==> src/verilog/ddc_defines.vh <==
// shared constants for the dual converter serial command decoder
`ifndef DDC_DEFINES_VH
`define DDC_DEFINES_VH

// serial word layout
`define DDC_WORD_BITS 16
`define DDC_CNT_BITS 5
`define DDC_CMD_MSB 15
`define DDC_CMD_LSB 13
`define DDC_SEL_MSB 15
`define DDC_SEL_LSB 14
`define DDC_PWD_BIT 12
`define DDC_DATA_MSB 11
`define DDC_DATA_BITS 12
`define DDC_IMP_MSB 11
`define DDC_IMP_LSB 10

// command codes in bits 15..13 when bit 12 is zero
`define DDC_CMD_STORE_A 3'h0
`define DDC_CMD_STORE_B 3'h1
`define DDC_CMD_UPD_A 3'h2
`define DDC_CMD_UPD_A_XFER_B 3'h3
`define DDC_CMD_UPD_B 3'h4
`define DDC_CMD_UPD_B_XFER_A 3'h5
`define DDC_CMD_UPD_AB 3'h6
`define DDC_CMD_XFER_AB 3'h7

// channel select in bits 15..14 of a power-down word
`define DDC_SEL_A 2'h1
`define DDC_SEL_B 2'h2

// impedance field of a power-down word
`define DDC_IMP_1K 2'h1
`define DDC_IMP_100K 2'h2

// channel output state
`define DDC_PD_ACTIVE 2'h0
`define DDC_PD_1K 2'h1
`define DDC_PD_100K 2'h2
`define DDC_PD_HIZ 2'h3

// reset values
`define DDC_CODE_RST 12'h000
`define DDC_WORD_RST 16'h0000

// data buffer
`define DDC_FIFO_DEPTH 32
`define DDC_FIFO_AW 5

`endif

==> src/verilog/ddc_fifo.v <==
// word buffer between the serial front end and the command decoder
`timescale 1ns/1ps
module ddc_fifo
#(
    parameter WIDTH = 16,
    parameter DEPTH = 32,
    parameter AW = 5
)
(
    // clock and reset
    input wire clk_sys,
    input wire nrst,
    // fill side
    input wire in_valid,
    input wire [WIDTH-1:0] in_data,
    output wire in_ready,
    // drain side
    output wire out_valid,
    output wire [WIDTH-1:0] out_data,
    input wire out_ready
);

    reg [WIDTH-1:0] mem_ff [0:DEPTH-1];
    reg [AW-1:0] wr_ptr_ff;
    reg [AW-1:0] rd_ptr_ff;
    reg [AW:0] count_ff;
    wire do_push;
    wire do_pop;

    assign in_ready = (count_ff != DEPTH[AW:0]);
    assign out_valid = (count_ff != {(AW+1){1'b0}});
    assign out_data = mem_ff[rd_ptr_ff];
    assign do_push = in_valid & in_ready;
    assign do_pop = out_valid & out_ready;

    // storage is not reset; count guards reads
    always @(posedge clk_sys)
    begin
        if (do_push)
        begin
            mem_ff[wr_ptr_ff] <= in_data;
        end
    end

    always @(posedge clk_sys or negedge nrst)
    begin
        if (!nrst)
        begin
            wr_ptr_ff <= {AW{1'b0}};
            rd_ptr_ff <= {AW{1'b0}};
            count_ff <= {(AW+1){1'b0}};
        end
        else
        begin
            if (do_push)
            begin
                wr_ptr_ff <= (wr_ptr_ff == DEPTH[AW-1:0] - 1'b1) ? {AW{1'b0}} : wr_ptr_ff + 1'b1;
            end
            if (do_pop)
            begin
                rd_ptr_ff <= (rd_ptr_ff == DEPTH[AW-1:0] - 1'b1) ? {AW{1'b0}} : rd_ptr_ff + 1'b1;
            end
            if (do_push && !do_pop)
            begin
                count_ff <= count_ff + 1'b1;
            end
            else if (do_pop && !do_push)
            begin
                count_ff <= count_ff - 1'b1;
            end
        end
    end

endmodule // ddc_fifo

==> src/verilog/ddc_decoder.v <==
// serial front end and command decoder for a dual 12-bit converter
`timescale 1ns/1ps
`include "ddc_defines.vh"
module ddc_decoder
#(
    parameter DATA_BITS = `DDC_DATA_BITS,
    parameter FIFO_DEPTH = `DDC_FIFO_DEPTH,
    parameter FIFO_AW = `DDC_FIFO_AW
)
(
    // system clock and reset
    input wire clk_sys,
    input wire nrst,
    // serial link from the host
    input wire sync_n,
    input wire sclk,
    input wire serial_data_in,
    output reg serial_data_out_ff,
    // control pins
    input wire async_clear_n,
    input wire chain_mode_enable,
    input wire power_down_pin,
    // converter codes
    output reg [DATA_BITS-1:0] dac_a_ff,
    output reg [DATA_BITS-1:0] dac_b_ff,
    // channel output state
    output reg [1:0] pd_a_ff,
    output reg [1:0] pd_b_ff,
    // status
    output reg frame_lost_ff
);

    localparam ST_IDLE = 2'b01;
    localparam ST_APPLY = 2'b10;

    // synchronisers; bit order sclk, sync_n, data, clear, pin, chain
    localparam [5:0] PIN_IDLE = 6'h10;
    wire [5:0] pin_raw;
    reg [5:0] pin_s1_ff;
    reg [5:0] pin_s2_ff;
    reg sclk_s3_ff;
    reg sync_s3_ff;
    wire sclk_s2_ff = pin_s2_ff[5];
    wire sync_s2_ff = pin_s2_ff[4];
    wire sdi_s2_ff = pin_s2_ff[3];
    wire clr_s2_ff = pin_s2_ff[2];
    wire pdp_s2_ff = pin_s2_ff[1];
    wire chain_s2_ff = pin_s2_ff[0];

    // front end
    reg [`DDC_WORD_BITS-1:0] shift_ff;
    reg [`DDC_CNT_BITS-1:0] bitcnt_ff;
    reg armed_ff;
    reg frame_ok_ff;
    reg push_valid_ff;
    reg [`DDC_WORD_BITS-1:0] push_word_ff;
    reg [`DDC_WORD_BITS-1:0] nxt_shift;
    reg [`DDC_CNT_BITS-1:0] nxt_bitcnt;

    // decoder
    reg [1:0] state_ff;
    reg [`DDC_WORD_BITS-1:0] word_ff;
    reg [DATA_BITS-1:0] hold_a_ff;
    reg [DATA_BITS-1:0] hold_b_ff;
    reg [1:0] mode_a_ff;
    reg [1:0] mode_b_ff;
    reg [1:0] imp_mode;

    wire sclk_fall;
    wire sync_fall;
    wire sync_rise;
    wire frame_done;
    wire fifo_in_ready;
    wire fifo_out_valid;
    wire [`DDC_WORD_BITS-1:0] fifo_out_data;
    wire fifo_out_ready;
    wire clr_all_n;
    wire [2:0] cmd;
    wire [DATA_BITS-1:0] code;
    wire [1:0] sel;

    assign sclk_fall = sclk_s3_ff & ~sclk_s2_ff;
    assign sync_fall = sync_s3_ff & ~sync_s2_ff;
    assign sync_rise = ~sync_s3_ff & sync_s2_ff;
    assign frame_done = sync_rise & frame_ok_ff & (bitcnt_ff == `DDC_WORD_BITS);
    assign clr_all_n = nrst & async_clear_n;
    assign cmd = word_ff[`DDC_CMD_MSB:`DDC_CMD_LSB];
    assign code = word_ff[`DDC_DATA_MSB:0];
    assign sel = word_ff[`DDC_SEL_MSB:`DDC_SEL_LSB];
    // words finished while clear is held are drained and dropped
    assign fifo_out_ready = (state_ff == ST_IDLE) | ~clr_s2_ff;

    assign pin_raw = {sclk, sync_n, serial_data_in, async_clear_n, power_down_pin,
        chain_mode_enable};

    // two-flop synchronisers; third stage only feeds the edge detectors
    always @(posedge clk_sys or negedge nrst)
    begin
        if (!nrst)
        begin
            pin_s1_ff <= PIN_IDLE;
            pin_s2_ff <= PIN_IDLE;
            sclk_s3_ff <= 1'b0;
            sync_s3_ff <= 1'b1;
        end
        else
        begin
            pin_s1_ff <= pin_raw;
            pin_s2_ff <= pin_s1_ff;
            sclk_s3_ff <= sclk_s2_ff;
            sync_s3_ff <= sync_s2_ff;
        end
    end

    // shift register and bit count
    always @*
    begin
        nxt_shift = shift_ff;
        nxt_bitcnt = bitcnt_ff;
        if (sync_fall)
            nxt_bitcnt = {`DDC_CNT_BITS{1'b0}};
        if (sclk_fall && !sync_s2_ff)
        begin
            nxt_shift = {shift_ff[`DDC_WORD_BITS-2:0], sdi_s2_ff};
            if (nxt_bitcnt != `DDC_WORD_BITS)
                nxt_bitcnt = nxt_bitcnt + 1'b1;
        end
    end

    always @(posedge clk_sys or negedge nrst)
    begin
        if (!nrst)
        begin
            shift_ff <= `DDC_WORD_RST;
            bitcnt_ff <= {`DDC_CNT_BITS{1'b0}};
            armed_ff <= 1'b1;
            frame_ok_ff <= 1'b0;
            push_valid_ff <= 1'b0;
            push_word_ff <= `DDC_WORD_RST;
            serial_data_out_ff <= 1'b0;
            frame_lost_ff <= 1'b0;
        end
        else
        begin
            shift_ff <= nxt_shift;
            bitcnt_ff <= nxt_bitcnt;
            // chain mode needs one sclk fall with sync high before a new word
            if (!chain_s2_ff)
                armed_ff <= 1'b1;
            else if (sync_rise)
                armed_ff <= 1'b0;
            else if (sclk_fall && sync_s2_ff)
                armed_ff <= 1'b1;
            if (sync_fall)
                frame_ok_ff <= armed_ff;
            // daisy-chain output: bit leaving the shift register
            if (!chain_s2_ff)
            begin
                serial_data_out_ff <= 1'b0;
            end
            else if (sclk_fall && !sync_s2_ff)
            begin
                serial_data_out_ff <= shift_ff[`DDC_WORD_BITS-1];
            end
            push_valid_ff <= frame_done;
            if (frame_done)
                push_word_ff <= shift_ff;
            frame_lost_ff <= push_valid_ff & ~fifo_in_ready;
        end
    end

    ddc_fifo
    #(
        .WIDTH(`DDC_WORD_BITS),
        .DEPTH(FIFO_DEPTH),
        .AW(FIFO_AW)
    )
    u_fifo
    (
        .clk_sys(clk_sys),
        .nrst(nrst),
        .in_valid(push_valid_ff),
        .in_data(push_word_ff),
        .in_ready(fifo_in_ready),
        .out_valid(fifo_out_valid),
        .out_data(fifo_out_data),
        .out_ready(fifo_out_ready)
    );

    // fetch/apply sequencer
    always @(posedge clk_sys or negedge nrst)
    begin
        if (!nrst)
        begin
            state_ff <= ST_IDLE;
            word_ff <= `DDC_WORD_RST;
        end
        else
        begin
            case (state_ff)
                ST_IDLE:
                begin
                    if (fifo_out_valid && clr_s2_ff)
                    begin
                        word_ff <= fifo_out_data;
                        state_ff <= ST_APPLY;
                    end
                end
                ST_APPLY: state_ff <= ST_IDLE;
                default: state_ff <= ST_IDLE;
            endcase
        end
    end

    // impedance field to channel state
    always @*
    begin
        case (word_ff[`DDC_IMP_MSB:`DDC_IMP_LSB])
            `DDC_IMP_1K: imp_mode = `DDC_PD_1K;
            `DDC_IMP_100K: imp_mode = `DDC_PD_100K;
            default: imp_mode = `DDC_PD_HIZ;
        endcase
    end

    // input, output and mode registers; clear pin acts without the clock
    always @(posedge clk_sys or negedge clr_all_n)
    begin
        if (!clr_all_n)
        begin
            hold_a_ff <= `DDC_CODE_RST;
            hold_b_ff <= `DDC_CODE_RST;
            dac_a_ff <= `DDC_CODE_RST;
            dac_b_ff <= `DDC_CODE_RST;
            mode_a_ff <= `DDC_PD_ACTIVE;
            mode_b_ff <= `DDC_PD_ACTIVE;
        end
        else if (state_ff == ST_APPLY)
        begin
            if (word_ff[`DDC_PWD_BIT])
            begin
                if (sel != `DDC_SEL_B)
                begin
                    mode_a_ff <= imp_mode;
                end
                if (sel != `DDC_SEL_A)
                begin
                    mode_b_ff <= imp_mode;
                end
            end
            else
            begin
                case (cmd)
                    `DDC_CMD_STORE_A: hold_a_ff <= code;
                    `DDC_CMD_STORE_B: hold_b_ff <= code;
                    `DDC_CMD_UPD_A:
                    begin
                        hold_a_ff <= code;
                        dac_a_ff <= code;
                        mode_a_ff <= `DDC_PD_ACTIVE;
                    end
                    `DDC_CMD_UPD_A_XFER_B:
                    begin
                        hold_a_ff <= code;
                        dac_a_ff <= code;
                        dac_b_ff <= hold_b_ff;
                        mode_a_ff <= `DDC_PD_ACTIVE;
                        mode_b_ff <= `DDC_PD_ACTIVE;
                    end
                    `DDC_CMD_UPD_B:
                    begin
                        hold_b_ff <= code;
                        dac_b_ff <= code;
                        mode_b_ff <= `DDC_PD_ACTIVE;
                    end
                    `DDC_CMD_UPD_B_XFER_A:
                    begin
                        hold_b_ff <= code;
                        dac_b_ff <= code;
                        dac_a_ff <= hold_a_ff;
                        mode_a_ff <= `DDC_PD_ACTIVE;
                        mode_b_ff <= `DDC_PD_ACTIVE;
                    end
                    `DDC_CMD_UPD_AB:
                    begin
                        hold_a_ff <= code;
                        hold_b_ff <= code;
                        dac_a_ff <= code;
                        dac_b_ff <= code;
                        mode_a_ff <= `DDC_PD_ACTIVE;
                        mode_b_ff <= `DDC_PD_ACTIVE;
                    end
                    default:
                    begin
                        dac_a_ff <= hold_a_ff;
                        dac_b_ff <= hold_b_ff;
                        mode_a_ff <= `DDC_PD_ACTIVE;
                        mode_b_ff <= `DDC_PD_ACTIVE;
                    end
                endcase
            end
        end
    end

    // power-down pin overrides both channels to floating
    always @(posedge clk_sys or negedge nrst)
    begin
        if (!nrst)
        begin
            pd_a_ff <= `DDC_PD_ACTIVE;
            pd_b_ff <= `DDC_PD_ACTIVE;
        end
        else
        begin
            pd_a_ff <= pdp_s2_ff ? `DDC_PD_HIZ : mode_a_ff;
            pd_b_ff <= pdp_s2_ff ? `DDC_PD_HIZ : mode_b_ff;
        end
    end

endmodule // ddc_decoder

==> config.mk <==
export PLATFORM = sky130hd
export DESIGN_NAME = ddc_decoder
export DESIGN_NICKNAME = d
export VERILOG_FILES = /design/src/verilog/ddc_fifo.v /design/src/verilog/ddc_decoder.v
export VERILOG_INCLUDE_DIRS = /design/src /design/src/verilog
export SDC_FILE = /design/constraint.sdc
export NUM_CORES = 1
export LEC_CHECK = 0
export BUFFER_PORTS_ARGS = -buffer_cell sky130_fd_sc_hd__buf_2
export CELL_PAD_IN_SITES_DETAIL_PLACEMENT = 1
export CELL_PAD_IN_SITES_GLOBAL_PLACEMENT = 2
export CORE_UTILIZATION = 49
export CTS_CLUSTER_DIAMETER = 200
export DETAILED_ROUTE_END_ITERATION = 7
export PLACE_DENSITY_LB_ADDON = 0.1
export REMOVE_ABC_BUFFERS = 1
export SYNTH_ARGS = -nofsm -noshare
export SYNTH_HDL_FRONTEND = slang
export SYNTH_SLANG_ARGS = --single-unit
==> constraint.sdc <==
create_clock -name clk_sys -period 3.95 [get_ports clk_sys]
set_input_delay 0.79 -clock clk_sys [delete_from_list [all_inputs] [get_ports clk_sys]]
set_output_delay 0.79 -clock clk_sys [all_outputs]
set_load 0.03 [all_outputs]
==> load_flow_metrics.sql <==
INSERT INTO impl_metrics (metric_group, metric, value, unit) VALUES
('synth', 'yosysSeqAreaShare', '0.7422', ''),
('floorplan', 'num_rows', '83', ''),
('route', 'routed_wl_per_cell', '26.95', 'um'),
('synth', 'synth_top_area_frac', '0.5995', ''),
('cells_and_area', 'layout.cell_area.non_filler', '29040', 'um2'),
('synth', 'syn_area_per_cell', '18.78', 'um2'),
('route', 'ant_nets', '0', ''),
('place', 'finalWeightedCongestion', '0.7874', ''),
('cells_and_area', 'filler_cell_count', '4600', ''),
('floorplan', 'design.portCount', '38', ''),
('place', 'placed_cell_area', '26860', 'um2'),
('critical_path', 'critical_path_buffer_and_inverter_count', '2', ''),
('clocking', 'cts_sinks', '658', ''),
('critical_path', 'worstSetupEndpointType', 'flop', ''),
('sta', 'report.final.setup_viol', '0', ''),
('floorplan', 'core-area', '51510', 'um2'),
('critical_path', 'timing.critical_path.slowest_cell_delay', '0.68', 'ns'),
('critical_path', 'worst-setup-path-type', 'flop to flop', ''),
('hold_path', 'hold_path.class', 'input port to async pin', ''),
('route', 'vias_per_cell', '5.824', ''),
('synth', 'synth_edf_count', '512', ''),
('clocking', 'clk_path_buf_depth', '3', ''),
('global_routing', 'grt_max_degree', '58', ''),
('synth', 'synth.top_cells.by_count', '512 x edfxtp_1, 141 x dfrtp_1, 118 x mux4_2', ''),
('critical_path', 'path_max_fanout', '8', ''),
('clocking', 'insertion_delay', '0.61', 'ns'),
('clocking', 'cts.hold.buffers_added', '0', ''),
('cells_and_area', 'antenna_cells', '0', ''),
('critical_path', 'worst-endpoint-required', '4.43', 'ns'),
('clocking', 'post_cts_resized', '0', ''),
('synth', 'synth_area_leader_cell', 'edfxtp_1', ''),
('critical_path', 'crit_path_cell_trace', 'or4_1 > o31ai_2 > inv_2 > ha_1 > inv_1 > ha_1 > a21o_1 > a21oi_1 > or4_1 > nand4_1 > xnor2_1', ''),
('cells_and_area', 'post_route_cells_drive_above_1_share', '0.2521', ''),
('power_and_ir_drop', 'vdd_ir_drop_max', '0.3474', 'mV'),
('synth', 'yosys_warnings', '0', ''),
('critical_path', 'crit_path_start_kind', 'flop', ''),
('global_routing', 'grt_pass1_vias', '13501', ''),
('synth', 'async_flop_share', '0.2219', ''),
('sta', 'slew_headroom', '0.1261', ''),
('floorplan', 'die_h', '230.8', 'um'),
('job', 'timing.max_cap.violations', '0', ''),
('synth', 'post_syn_instances', '1366', ''),
('critical_path', 'crit_family', 'simple AND/OR/NAND/NOR gates', ''),
('floorplan', 'initial_core_util', '0.4979', ''),
('power_and_ir_drop', 'leakagePower', '10.54', 'nW'),
('floorplan', 'chipWidth', '230.8', 'um'),
('critical_path', 'crit_arrival', '3.90', 'ns'),
('place', 'dpl.hpwl', '36.62', 'mm'),
('synth', 'synth-seq-cells', '658', ''),
('clocking', 'cts_made_buffers', '69', ''),
('global_routing', 'grt_overflow_total', '0', ''),
('clocking', 'cts_tree', 'yes', ''),
('synth', 'yosys_most_used_dff', 'edfxtp_1', ''),
('synth', 'yosys.cell_count.top_type', 'edfxtp_1', ''),
('route', 'via_count', '12876', ''),
('sta', 'finalMaxSlewViolations', '0', ''),
('sta', 'skew', '0.01983', 'ns'),
('run_status', 'status', 'finished clean', ''),
('synth', 'synthesis.area', '25650', 'um2'),
('sta', 'layout_worst_path_cycle_share', '0.8637', ''),
('sta', 'pin_slew_with_the_least_headroom_to_its_limit', '1.311', 'ns'),
('route', 'firstDrtPassIters', '5', ''),
('route', 'detailedRoute.firstIterationViolations', '953', ''),
('floorplan', 'fp.dieArea', '53260', 'um2'),
('clocking', 'post-cts-setup-buffer-count', '0', ''),
('clocking', 'clk_root_buffer_cell', 'clkbuf_16', ''),
('sta', 'fmax', '293.1', 'MHz'),
('sta', 'fin_tns_setup', '0', 'ns'),
('global_routing', 'grt_util_all_layers', '0.2321', ''),
('cells_and_area', 'areaGrowthSynthToFinish', '13.23', '%'),
('power_and_ir_drop', 'totalPowerFinal', '14.32', 'mW');
registers in the layout, indices dropped and copies added, names as in the netlist, 5 cells and up:
| name | count |
|---|---|
| dac_b_ff | 12 |
| u_fifo.wr_ptr_ff | 5 |
| push_word_ff | 16 |
| u_fifo.rd_ptr_ff | 5 |
| bitcnt_ff | 5 |
| dac_a_ff | 12 |
| u_fifo.mem_ff | 512 |
| hold_b_ff | 12 |
| pin_s1_ff | 6 |
| shift_ff | 16 |
| word_ff | 16 |
| u_fifo.count_ff | 6 |
| pin_s2_ff | 6 |
| hold_a_ff | 12 |
kinds of logic (layout without fill, tap and decap cells):
group | Yosys count | count (layout) | share of synthesized area
XOR/XNOR | 7 | 7 | 0.002391
multiplexers | 218 | 218 | 0.1479
flip-flops | 658 | 658 | 0.7422
adder cells (fa/ha/maj) | 15 | 15 | 0.007611
buffers and inverters | 84 | 249 | 0.01829
AND/OR/NAND/NOR | 229 | 229 | 0.04054
AO/OA/AOI/OAI | 155 | 155 | 0.04113
metrics by stage:
stage               utilization  instances  worst slack (ns)
finish                   0.5638       2211            0.5382
global route             0.5638       2211            0.2665
CTS                      0.5638       2211            0.5128
detailed placement       0.5215       2084            0.5245
global placement         0.5215       2084            0.5681
floorplan                     -       1297            -2.489
worst paths after layout:
path,start,to,slack [ns],cells past startpoint
hold reg to reg,pin_s1_ff[0]$_DFF_PN0_,pin_s2_ff[0]$_DFF_PN0_,0.35,0
setup / recovery,u_fifo.count_ff[1]$_DFFE_PN0P_,u_fifo.count_ff[5]$_DFFE_PN0P_,0.54,11
max in group asynchronous,nrst,u_fifo.rd_ptr_ff[0]$_DFFE_PN0P_,2.51,2
hold / removal,nrst,u_fifo.count_ff[2]$_DFFE_PN0P_,0.18,1
setup reg to reg,u_fifo.count_ff[1]$_DFFE_PN0P_,u_fifo.count_ff[5]$_DFFE_PN0P_,0.54,11
min in group clk_sys,sync_n,pin_s1_ff[4]$_DFF_PN1_,0.29,1
power breakdown:
| part | leakage, nW | switching (mW) | internal (mW) |
|---|---|---|---|
| registers | 7.18 | 0.198 | 7.51 |
| clock network | 1.05 | 2.66 | 3.65 |
| logic | 2.30 | 0.171 | 0.139 |
| total | 10.5 | 3.02 | 11.3 |
area by class of cell:
type                       count  area, um2  share of cell area
inverter                      15      56.30            0.001939
tap                          680      850.8             0.02930
multi-input combinational    624       6165              0.2123
sequential                   658      19040              0.6557
timing repair buffer         107      750.7             0.02585
clock inverter                40      329.1             0.01133
clock buffer                  87       1847             0.06359
layer usage:
layer,global-route usage,share of wire
met1,0.3280,0.45
met4,0.07616,0.025
met2,0.3714,0.48
met5,0,0
met3,0.03644,0.049
cells in the final DEF, fill, tap and decap left out, drive strengths merged, types with 7 or more instances in the layout:
cell	n
a22o	15
nor2b	16
mux2	42
nand2	104
a21oi	25
dfrtp	141
clkinv	26
ha	14
a2111oi	10
buf	107
o22ai	27
nor2	61
clkbuf	87
o21ai	35
nand3b	7
inv	20
mux2i	53
o31ai	11
a22oi	9
mux4	123
edfxtp	512
Power figures use the tool's default switching activity.
